===== config.mk =====
export PLATFORM = sky130hd
export DESIGN_NAME = laser_external_io_port
export DESIGN_NICKNAME = d
export VERILOG_FILES = /design/src/ext_io_pkg.sv /design/src/contact_debounce.sv /design/src/contact_pulse.sv /design/src/laser_external_io_port.sv
export SDC_FILE = /design/constraint.sdc
export NUM_CORES = 1
export LEC_CHECK = 0
export BUFFER_PORTS_ARGS = -buffer_cell sky130_fd_sc_hd__buf_4
export CAP_MARGIN = 20
export CORE_MARGIN = 2
export CORE_UTILIZATION = 35
export CTS_BUF_LIST = sky130_fd_sc_hd__clkbuf_2 sky130_fd_sc_hd__clkbuf_4 sky130_fd_sc_hd__clkbuf_8
export CTS_CLUSTER_SIZE = 28
export DETAILED_ROUTE_END_ITERATION = 8
export MAX_ROUTING_LAYER = met4
export SLEW_MARGIN = 25
export SYNTH_ARGS = -nofsm -noshare
export SYNTH_HDL_FRONTEND = slang
export SYNTH_SLANG_ARGS = --single-unit

===== constraint.sdc =====
create_clock -name ref_clk -period 23 [get_ports ref_clk]
set_input_delay 1.15 -clock ref_clk [delete_from_list [all_inputs] [get_ports ref_clk]]
set_output_delay 1.15 -clock ref_clk [all_outputs]
set_load 0.02 [all_outputs]

===== src/ext_io_pkg.sv =====
// Constants shared by the external control port of the pulsed laser welder
package ext_io_pkg;
   // ==========================================================
   // Clock and timing
   localparam int unsigned CLK_HZ        = 200_000_000;
   localparam int unsigned PULSE_MS      = 40;            // Contact pulse length in ms
   localparam int unsigned DEBOUNCE_MS   = 5;             // Contact settle time in ms
   localparam int unsigned PULSE_CYC     = PULSE_MS * (CLK_HZ / 1000);
   localparam int unsigned DEBOUNCE_CYC  = DEBOUNCE_MS * (CLK_HZ / 1000);
   localparam int          CNT_W         = 24;
   // ==========================================================
   // Input and field layout
   localparam int          NUM_IN        = 11;            // Debounced contact inputs
   localparam int          IN_SEL3       = 0;
   localparam int          IN_SEL4       = 1;
   localparam int          IN_PROG_LSB   = 2;             // Weighted bits 2..6
   localparam int          IN_HV         = 7;
   localparam int          IN_CLEAR     = 8;
   localparam int          IN_TAKEOVER   = 9;
   localparam int          IN_SPARE      = 10;
   localparam int          PROG_W        = 5;
   // ==========================================================
   // Reset values of the contact outputs (1 = closed)
   localparam logic        FAULT_RST     = 1'b1;          // Fault contact closed when healthy
   localparam logic        LIMIT_RST     = 1'b1;          // Lamp limit contact normally closed
   localparam logic [4:0]  PROG_RST      = 5'h00;
endpackage


===== src/contact_debounce.sv =====
// Synchroniser and debounce filter for one contact input
`timescale 1ns/1ps
module contact_debounce
   import ext_io_pkg::*;
(
   input  wire logic ref_clk,
   input  wire logic rst,
   input  wire logic raw_in,
   output logic      clean_q,
   output logic      stable_q
);
   logic             sync1_q;
   logic             sync2_q;
   logic [CNT_W-1:0] cnt_q;
   logic [CNT_W-1:0] cnt_d;
   logic             clean_d;
   logic             stable_d;

   // ==========================================================
   // Filter: accept a new level after it holds for the settle time
   always_comb begin
      cnt_d    = cnt_q;
      clean_d  = clean_q;
      stable_d = 1'b1;
      if (sync2_q == clean_q) begin
         cnt_d = '0;
      end else begin
         stable_d = 1'b0;
         if (cnt_q >= CNT_W'(DEBOUNCE_CYC - 1)) begin
            clean_d = sync2_q;
            cnt_d   = '0;
         end else begin
            cnt_d = cnt_q + CNT_W'(1);
         end
      end
   end

   // Two-flop synchroniser then filter state
   always_ff @(posedge ref_clk or posedge rst) begin
      if (rst) begin
         sync1_q  <= 1'b0;
         sync2_q  <= 1'b0;
         cnt_q    <= '0;
         clean_q  <= 1'b0;
         stable_q <= 1'b1;
      end else begin
         sync1_q  <= raw_in;
         sync2_q  <= sync1_q;
         cnt_q    <= cnt_d;
         clean_q  <= clean_d;
         stable_q <= stable_d;
      end
   end
endmodule


===== src/contact_pulse.sv =====
// Fixed-length contact pulse generator, retriggerable
`timescale 1ns/1ps
module contact_pulse
   import ext_io_pkg::*;
(
   input  wire logic ref_clk,
   input  wire logic rst,
   input  wire logic trig,
   output logic      pulse_q
);
   logic [CNT_W-1:0] cnt_q;
   logic [CNT_W-1:0] cnt_d;
   logic             pulse_d;

   // Load on trigger, count down, contact closed while nonzero
   always_comb begin
      cnt_d = cnt_q;
      if (trig) begin
         cnt_d = CNT_W'(PULSE_CYC);
      end else if (cnt_q != '0) begin
         cnt_d = cnt_q - CNT_W'(1);
      end
      pulse_d = (cnt_d != '0);
   end

   always_ff @(posedge ref_clk or posedge rst) begin
      if (rst) begin
         cnt_q   <= '0;
         pulse_q <= 1'b0;
      end else begin
         cnt_q   <= cnt_d;
         pulse_q <= pulse_d;
      end
   end
endmodule


===== src/laser_external_io_port.sv =====
// External discrete control port: input decode and status contact outputs
`timescale 1ns/1ps
// How it works
// RULE1: select three held selects beam path three
// RULE2: select four held selects beam path four
// RULE3: five weighted inputs decode to index 0-31
// RULE4: ready closes when high voltage and charged
// RULE5: high-voltage contact follows supply active state
// RULE6: fault contact opens, stays open until cleared
// RULE7: flash-complete contact closes 40 ms per flash
// RULE8: energy-pass contact closes 40 ms within limits
// RULE9: energy-fail contact closes 40 ms outside limits
// RULE10: accepted contact follows takeover input
// RULE11: inputs ignored while accepted contact open
// RULE12: lamp limit opens above reference power
// RULE13: external inputs effective only under takeover
// RULE14: clear input cancels fault once cause gone
// RULE15: high voltage follows request input level
// RULE16: inputs debounced; index sampled when stable
module laser_external_io_port
   import ext_io_pkg::*;
(
   input  wire logic              ref_clk,
   input  wire logic              rst,
   input  wire logic              beam_sel3_in,
   input  wire logic              beam_sel4_in,
   input  wire logic [PROG_W-1:0] prog_bits_in,
   input  wire logic              hv_request,
   input  wire logic              fault_clear_in,
   input  wire logic              external_takeover,
   input  wire logic              hv_active,
   input  wire logic              cap_charged,
   input  wire logic              fault_event,
   input  wire logic              fault_cause,
   input  wire logic              flash_done,
   input  wire logic              energy_valid,
   input  wire logic [15:0]       energy_value,
   input  wire logic [15:0]       energy_high,
   input  wire logic [15:0]       energy_low,
   input  wire logic [15:0]       lamp_power,
   input  wire logic [15:0]       lamp_power_ref,
   output logic                   path3_select_q,
   output logic                   path4_select_q,
   output logic [PROG_W-1:0]      program_index_q,
   output logic                   hv_enable_q,
   output logic                   ready_q,
   output logic                   hv_present_q,
   output logic                   fault_ok_q,
   output logic                   flash_end_q,
   output logic                   energy_pass_q,
   output logic                   energy_fail_q,
   output logic                   inputs_accepted_q,
   output logic                   lamp_ok_q
);
   // ==========================================================
   // Input conditioning
   logic [NUM_IN-1:0] raw;
   logic [NUM_IN-1:0] clean;
   logic [NUM_IN-1:0] stable;

   assign raw = {1'b0, external_takeover, fault_clear_in, hv_request,
                 prog_bits_in, beam_sel4_in, beam_sel3_in};

   // One debouncer per contact input
   genvar gi;
   generate
      for (gi = 0; gi < NUM_IN; gi++) begin : g_db
         contact_debounce u_db (
            .ref_clk  (ref_clk),
            .rst      (rst),
            .raw_in   (raw[gi]),
            .clean_q  (clean[gi]),
            .stable_q (stable[gi])
         ); // RULE16
      end
   endgenerate

   // Range check used by both monitor contacts
   function automatic logic in_range(input logic [15:0] v, input logic [15:0] hi,
                                     input logic [15:0] lo);
      in_range = (v <= hi) && (v >= lo);
   endfunction

   // ==========================================================
   // Control decode
   logic              accept;
   logic              prog_stable;
   logic              path3_d;
   logic              path4_d;
   logic [PROG_W-1:0] prog_d;
   logic              hv_en_d;
   logic              ready_d;
   logic              hvp_d;
   logic              fault_d;
   logic              acc_d;
   logic              lamp_d;

   assign accept      = clean[IN_TAKEOVER];
   assign prog_stable = &stable[IN_PROG_LSB +: PROG_W];

   // Next values of the level contacts and decoded selections
   always_comb begin
      acc_d   = accept; // RULE10
      path3_d = accept && clean[IN_SEL3]; // RULE1 RULE11 RULE13
      path4_d = accept && clean[IN_SEL4]; // RULE2 RULE11 RULE13
      prog_d  = program_index_q;
      if (accept && prog_stable) begin
         prog_d = clean[IN_PROG_LSB +: PROG_W]; // RULE3 RULE16
      end
      hv_en_d = hv_enable_q;
      if (accept) begin
         hv_en_d = clean[IN_HV]; // RULE15
      end
      hvp_d   = hv_active; // RULE5
      ready_d = hv_active && cap_charged; // RULE4
      fault_d = fault_ok_q;
      if (fault_event) begin
         fault_d = 1'b0; // RULE6
      end else if (accept && clean[IN_CLEAR] && !fault_cause) begin
         fault_d = 1'b1; // RULE14
      end
      lamp_d = !(lamp_power > lamp_power_ref); // RULE12
   end

   always_ff @(posedge ref_clk or posedge rst) begin
      if (rst) begin
         inputs_accepted_q <= 1'b0;
         path3_select_q    <= 1'b0;
         path4_select_q    <= 1'b0;
         program_index_q   <= PROG_RST;
         hv_enable_q       <= 1'b0;
         hv_present_q      <= 1'b0;
         ready_q           <= 1'b0;
         fault_ok_q        <= FAULT_RST;
         lamp_ok_q         <= LIMIT_RST;
      end else begin
         inputs_accepted_q <= acc_d;
         path3_select_q    <= path3_d;
         path4_select_q    <= path4_d;
         program_index_q   <= prog_d;
         hv_enable_q       <= hv_en_d;
         hv_present_q      <= hvp_d;
         ready_q           <= ready_d;
         fault_ok_q        <= fault_d;
         lamp_ok_q         <= lamp_d;
      end
   end

   // ==========================================================
   // Pulse contacts
   logic pass_trig;
   logic fail_trig;

   assign pass_trig = energy_valid && in_range(energy_value, energy_high, energy_low);
   assign fail_trig = energy_valid && !in_range(energy_value, energy_high, energy_low);

   contact_pulse u_end (
      .ref_clk (ref_clk),
      .rst     (rst),
      .trig    (flash_done),
      .pulse_q (flash_end_q)
   ); // RULE7

   contact_pulse u_pass (
      .ref_clk (ref_clk),
      .rst     (rst),
      .trig    (pass_trig),
      .pulse_q (energy_pass_q)
   ); // RULE8

   contact_pulse u_fail (
      .ref_clk (ref_clk),
      .rst     (rst),
      .trig    (fail_trig),
      .pulse_q (energy_fail_q)
   ); // RULE9

   // ==========================================================
   // Checks
   // First edge after reset still shows the reset value, so skip it
   a_ready_follows: assert property (@(posedge ref_clk) disable iff (rst)
      !$past(rst) |-> ready_q == $past(hv_active && cap_charged)) // RULE4
      else $error("ready contact wrong");
   a_hv_present: assert property (@(posedge ref_clk) disable iff (rst)
      !$past(rst) |-> hv_present_q == $past(hv_active)) // RULE5
      else $error("high voltage contact wrong");
   a_fault_opens: assert property (@(posedge ref_clk) disable iff (rst)
      fault_event |=> !fault_ok_q) // RULE6
      else $error("fault contact did not open");
   a_fault_holds: assert property (@(posedge ref_clk) disable iff (rst)
      (!fault_ok_q && !(accept && clean[IN_CLEAR])) |=> !fault_ok_q) // RULE14
      else $error("fault released without clear");
   a_flash_pulse: assert property (@(posedge ref_clk) disable iff (rst)
      $rose(flash_done) |=> flash_end_q[*8]) // RULE7
      else $error("flash end pulse too short");
   a_pass_pulse: assert property (@(posedge ref_clk) disable iff (rst)
      pass_trig |=> energy_pass_q) // RULE8
      else $error("energy pass pulse missing");
   a_fail_pulse: assert property (@(posedge ref_clk) disable iff (rst)
      fail_trig |=> energy_fail_q) // RULE9
      else $error("energy fail pulse missing");
   a_accept_follows: assert property (@(posedge ref_clk) disable iff (rst)
      !$past(rst) |-> inputs_accepted_q == $past(accept)) // RULE10
      else $error("accepted contact wrong");
   a_ignore_inputs: assert property (@(posedge ref_clk) disable iff (rst)
      !accept |=> !path3_select_q && !path4_select_q
                  && $stable(program_index_q) && $stable(hv_enable_q)) // RULE11
      else $error("input acted without takeover");
   a_lamp_limit: assert property (@(posedge ref_clk) disable iff (rst)
      (lamp_power > lamp_power_ref) |=> !lamp_ok_q) // RULE12
      else $error("lamp limit contact did not open");
   a_path3_sel: assert property (@(posedge ref_clk) disable iff (rst)
      (accept && clean[IN_SEL3]) |=> path3_select_q) // RULE1
      else $error("path three not selected");
   a_path4_sel: assert property (@(posedge ref_clk) disable iff (rst)
      (accept && clean[IN_SEL4]) |=> path4_select_q) // RULE2
      else $error("path four not selected");
   a_prog_decode: assert property (@(posedge ref_clk) disable iff (rst)
      (accept && prog_stable) |=> program_index_q == $past(clean[IN_PROG_LSB +: PROG_W]))
      // RULE3
      else $error("program index wrong");
   a_hv_request: assert property (@(posedge ref_clk) disable iff (rst)
      accept |=> hv_enable_q == $past(clean[IN_HV])) // RULE15
      else $error("high voltage enable wrong");
endmodule


### Word-level counts from Yosys, hierarchy flattened

Index checks and enable logic that the tools add are counted.

| storage, ports and cells | value |
|---|---|
| logic and storage cells | 169 |
| flip-flop bits (word level) | 363 |

| operators by class | value |
|---|---|
| equality and inequality tests | 10 |
| reduce and logical (&&, ||, !) cells | 30 |
| $lt $le $gt $ge | 13 |
| mux-type cells | 33 |
| add/subtract/negate cells | 13 |
| bitwise operators | 10 |

Operator list:

| kind | number |
|---|---|
| 24-bit 2-to-1 mux | 26 |
| 24-bit by 1-bit adder with 24-bit output (second input constant) | 10 |
| 24-bit by 20-bit greater-or-equal comparator with 1-bit output (second input constant) | 10 |
| 24-bit nonzero test | 6 |
| 24-bit by 1-bit subtractor with 24-bit output (second input constant) | 3 |
| 2-bit AND reduction | 10 |
| 16-bit greater-or-equal comparator | 1 |
| 16-bit greater-than comparator | 1 |
| 16-bit less-or-equal comparator | 1 |
| 1-bit equality test | 10 |
| 1-bit NOT | 10 |
| 1-bit logical AND | 9 |
| 1-bit 2-to-1 mux | 7 |
| 5-bit AND reduction | 1 |
| 1-bit logical NOT | 3 |
| 2-bit nonzero test | 1 |

### Longest topological paths before layout

| depth | value |
|---|---|
| depth after elaboration | 6 |
| mapped depth | 10 |

### Modules after synthesis

Synthesis repeated with hierarchy kept, for this count alone.

| unflattened totals | value |
|---|---|
| cell total of the unflattened synthesis | 1887 |
| area total of the unflattened synthesis | 19586.3 µm² |

Modules (own cells, without submodules):

| module | instances | cells each | area each (µm²) |
|---|---|---|---|
| contact_debounce | 10 | 123 | 1341.3 |
| contact_pulse | 3 | 154 | 1508.9 |
| laser_external_io_port | 1 | 195 | 1646.6 |

### Worst setup path before layout

Ideal clock, no wire load.

| timing | value |
|---|---|
| kind | input-to-reg |
| from | in energy_high[1] |
| to | reg u_pass.pulse_q |
| stages | 9 |
| required time | 22.862 ns |
| setup slack | 19.861 ns |
| path buffers | 0 |
| arrival time | 3.001 ns |
| path through | inv_1 > ha_1 > nor2b_1 > o211ai_1 > a2111oi_0 > nor4_1 > o211a_1 > nand3b_1 > or4_1 |

| on the way | value |
|---|---|
| longest elaborated chain between the ends | 5 |

Ends and longest elaborated chain:

| element | RTL line | text |
|---|---|---|
| start: declaration | laser_external_io_port.sv:38 | `input wire logic [15:0] energy_high,` |
| 16-bit less-or-equal comparator | laser_external_io_port.sv:81 | `in_range = (v <= hi) && (v >= lo);` |
| 1-bit logical AND | laser_external_io_port.sv:81 |  |
| 1-bit logical AND | laser_external_io_port.sv:154 | `assign pass_trig = energy_valid && in_range(energy_value, energy_high, energy_low);` |
| 24-bit 2-to-1 mux | contact_pulse.sv:18 | `if (trig) begin` |
| net u_pass.cnt_d[12] | contact_pulse.sv:12 | `logic [CNT_W-1:0] cnt_d;` |
| 24-bit nonzero test | contact_pulse.sv:23 | `pulse_d = (cnt_d != '0);` |
| net u_pass.pulse_d | contact_pulse.sv:13 | `logic pulse_d;` |
| end signal: assignment | contact_pulse.sv:32 | `pulse_q <= pulse_d;` |
| end: declaration | contact_pulse.sv:9 | `output logic pulse_q` |

The timed path passes the listed nets, and every way through them passes these cells.
A chain may end at the register's enable or synchronous reset.

### Final worst setup path

| timing | value |
|---|---|
| from | reg u_end.cnt_q[2] |
| to | reg u_end.pulse_q |

| on the way | value |
|---|---|
| longest elaborated chain between the ends | 4 |
| elaborated cells between the ends (all ways) | 5 |
| those cells by class | add/sub: 1; mux: 2; reduce/logical: 2 |

Ends and longest elaborated chain:

| element | RTL line | text |
|---|---|---|
| start: declaration | contact_pulse.sv:11 | `logic [CNT_W-1:0] cnt_q;` |
| start signal: assignment | contact_pulse.sv:31 | `cnt_q <= cnt_d;` |
| 24-bit by 1-bit subtractor with 24-bit output / 24-bit nonzero test (equally long branches) | contact_pulse.sv:21, contact_pulse.sv:20 |  |
| 24-bit 2-to-1 mux * | contact_pulse.sv:20 | `end else if (cnt_q != '0) begin` |
| 24-bit 2-to-1 mux * | contact_pulse.sv:18 |  |
| net u_end.cnt_d[19] | contact_pulse.sv:12 |  |
| 24-bit nonzero test * | contact_pulse.sv:23 |  |
| net u_end.pulse_d | contact_pulse.sv:13 |  |
| end signal: assignment | contact_pulse.sv:32 |  |
| end: declaration | contact_pulse.sv:9 |  |

The timed path passes the listed nets; every way through them passes the cells marked *.

==> impl_metrics.toml <==
[run_status]
status = "completed"

[route]
drc_errors = 0
ant_nets = 0
drt_iter0_markers = 667
vias_per_cell = 4.77
dr.pass1.iters = 5
routed_wl_um = 34700
routedWlPerCell_um = 12.9
vias = 12799

[timing]
slew_headroom_pct = 41.6
max_freq_mhz = 304
hold_violations = 0
finalSetupViolations = 0
rsz0062_at_grt = "false"
min_period_ns = 3.29
tightest_slew_ns = 0.876
skew_ns = 0.0228
drv_slew = 0
setup_ws_ns = 19.71
tns_ns = 0
post-route-period-util_pct = 14.3

[critical_path]
worstPathRequired_ns = 23.50
arrival_ns = 3.79
path_class = "reg -> reg"
endpoint_kind = "flop"
start_kind = "flop"
cp_max_fo = 10

[clock_network]
htreeDepth = 2
clk_pin_slew_ns = 0.06
cts-resized-gates = 0
cts_buffers = 58
postCtsHoldBufs = 0
cts_setup_buffers = 0
clock-sinks = 363
root_buffer = "clkbuf_8"
clkLatencyLatePin_ns = 0.64
cts_tree = "yes"
clockBufferDepth = 3

[synth]
yosysSeqAreaShare_pct = 51.1
synth_edf_count = 0
synth-seq-cells = 363
syn_avg_cell_area_um2 = 9.95
synth_ff_type = "dfrtp_1"
synthCells = 1787
yosysWarnings = 0
synthArstFlopShare_pct = 100
ys_types = 75
syn-cell-area_um2 = 17800

[global_routing]
antenna_found_initial = 0
grt_pass1_vias = 12796
grt_max_degree = 177
grtUsageTotal_pct = 13.8
grt.overflow.total = 0
grt_pass1_wl_um = 60400

[die]
start_util_pct = 35.5
design.die.area_um2 = 52600
die_h_um = 229
coreArea_um2 = 50200
io_pins = 114
die_w_um = 229
fp-row-count = 82

[finish]
final_common_cell = "dfrtp_1"
layout-drive-gt1-share_pct = 13.9
multi_input_area_um2 = 8330
nNetsFinal = 2127
syn_to_final_growth_pct = 16.7
stdcell_count = 2683
final_cell_mix = "dfrtp_1 (356), nor2_1 (333), xnor2_1 (128)"
final_core_util_pct = 41.4
fillCellCount = 4814
seq_area_um2 = 9090
num_antenna_cells = 0

[run]
max-cap-violations = 0

[power_and_ir_drop]
clkPwrFrac_pct = 37.9
ir_worst_vdd_mv = 0.0503
power.leakage_nw = 8.88
pwr-share-comb_pct = 14.7
power_frac_seq_pct = 47.4
powerDensity_nw_per_um2 = 72.0
p_switching_w = 0.000418
swShare_pct = 28.0
p_int_w = 0.00108

[placement]
port_buffers = 113
dp_slack_ns = 19.15
placed_cells = 2576
place_congestion = 0.904
dp_hpwl_um = 23300

[min_path]
min_path_type = "reg -> reg"
[routing by layer]
layer | vias up | part of all wire, % | global-route usage [%]
met5 | - | 0 | -
met4 | 0 | 2.5 | 4.85
met3 | 66 | 3.9 | 2.63
met2 | 179 | 45 | 20.9
met1 | 6126 | 49 | 18.5
li1 | 6428 | - | -
[power by group through the flow]
stage	Sequential (W)	Clock [W]	Combinational, W
2_1_floorplan	0.000713	0	0.000158
3_3_place_gp	0.000718	0	0.000216
3_5_place_dp	0.000719	0	0.000219
4_1_cts	0.000708	0.000592	0.000220
5_1_grt	0.000713	0.000623	0.000247
6_report	0.000709	0.000566	0.000219
[synthesized netlist by cell type (3+ instances only)]
| cell | n | area (µm²) |
|---|---|---|
| and4b_1 | 5 | 50.1 |
| nor3_1 | 38 | 190 |
| or3_1 | 22 | 138 |
| o22ai_1 | 3 | 18.8 |
| nand4b_1 | 4 | 35.0 |
| o31ai_1 | 5 | 37.5 |
| a41oi_1 | 8 | 70.1 |
| and4_1 | 9 | 78.8 |
| clkbuf_1 | 35 | 131 |
| nor4_4 | 3 | 63.8 |
| xor2_1 | 103 | 902 |
| dfrtp_1 | 356 | 8910 |
| o21ai_0 | 35 | 175 |
| and3_1 | 55 | 344 |
| nand3b_1 | 7 | 52.6 |
| nor2_1 | 333 | 1250 |
| inv_1 | 93 | 349 |
| o211ai_1 | 3 | 22.5 |
| a21o_1 | 8 | 60.1 |
| a31oi_1 | 16 | 100 |
| dfstp_2 | 7 | 184 |
| nor4b_1 | 3 | 26.3 |
| mux2_2 | 18 | 203 |
| nand2_1 | 82 | 308 |
| xnor2_1 | 128 | 1120 |
| nor4_1 | 41 | 257 |
| or2_2 | 7 | 43.8 |
| nand2b_1 | 24 | 150 |
| nor3b_1 | 3 | 22.5 |
| and2_1 | 4 | 25.0 |
| nand4_1 | 47 | 294 |
| or4_1 | 11 | 82.6 |
| ha_1 | 64 | 801 |
| nand3_1 | 92 | 460 |
| a21oi_1 | 41 | 205 |
| nor2b_1 | 19 | 119 |
| a211oi_1 | 5 | 37.5 |
[worst paths after layout]
check / cells after the start / endpoint / from / slack, ns
setup reg to reg: 7 / u_end.pulse_q / u_end.cnt_q[2] / 19.71
hold reg to reg: 0 / g_db[9].u_db.sync2_q / g_db[9].u_db.sync1_q / 0.35
setup / recovery: 7 / u_end.pulse_q / u_end.cnt_q[2] / 19.71
max in group asynchronous: 3 / g_db[2].u_db.cnt_q[14] / rst / 20.89
hold / removal: 0 / g_db[9].u_db.sync2_q / g_db[9].u_db.sync1_q / 0.35
min in group asynchronous: 2 / u_fail.cnt_q[8] / rst / 0.67
[state kept, by name, summed over array words and instances (netlist names), 5 cells and up]
name and count:
g_db.u_db.cnt_q 240, u_end.cnt_q 24, u_fail.cnt_q 24, u_pass.cnt_q 24, g_db.u_db.clean_q 10, g_db.u_db.sync1_q 10
g_db.u_db.sync2_q 10, g_db.u_db.stable_q 5, program_index_q 5
[critical path, cell delays in order (launching register included)]
cell and delay [ns]:
dfrtp_1 0.46, nor4_1 0.71, nand2_1 0.41, nor4_1 0.41
xnor2_1 0.16, nand2_1 0.08, or4_1 0.52, or3_1 0.40
[per-stage QoR]
stage / instance area (µm²) / total power (W) / hold slack [ns]
after floorplan: 17900 / 0.000870 / 0.331
after global routing: 20800 / 0.00158 / 0.356
after detailed placement: 19500 / 0.000938 / 0.335
after global placement: 19500 / 0.000934 / 0.333
final: 20800 / 0.00149 / 0.346
after CTS: 20700 / 0.00152 / 0.349
[logic make-up after synthesis]
logic type / synth area share, %
fa+ha+maj: 4.50
other cells: 0.0211
compound gates: 5.42
mux: 1.28
simple gates: 23.4
buf+inv: 2.93
xor+xnor: 11.4
flops: 51.1
[area by class of cell]
cell class,count,share of cell area (%)
tap,672,4.05
inverter,93,1.72
sequential,363,43.8
clock buffer,89,5.42
clock inverter,17,0.446
timing repair buffer,119,4.46
multi-input combinational,1330,40.1
(Power assumes the default switching activity.)
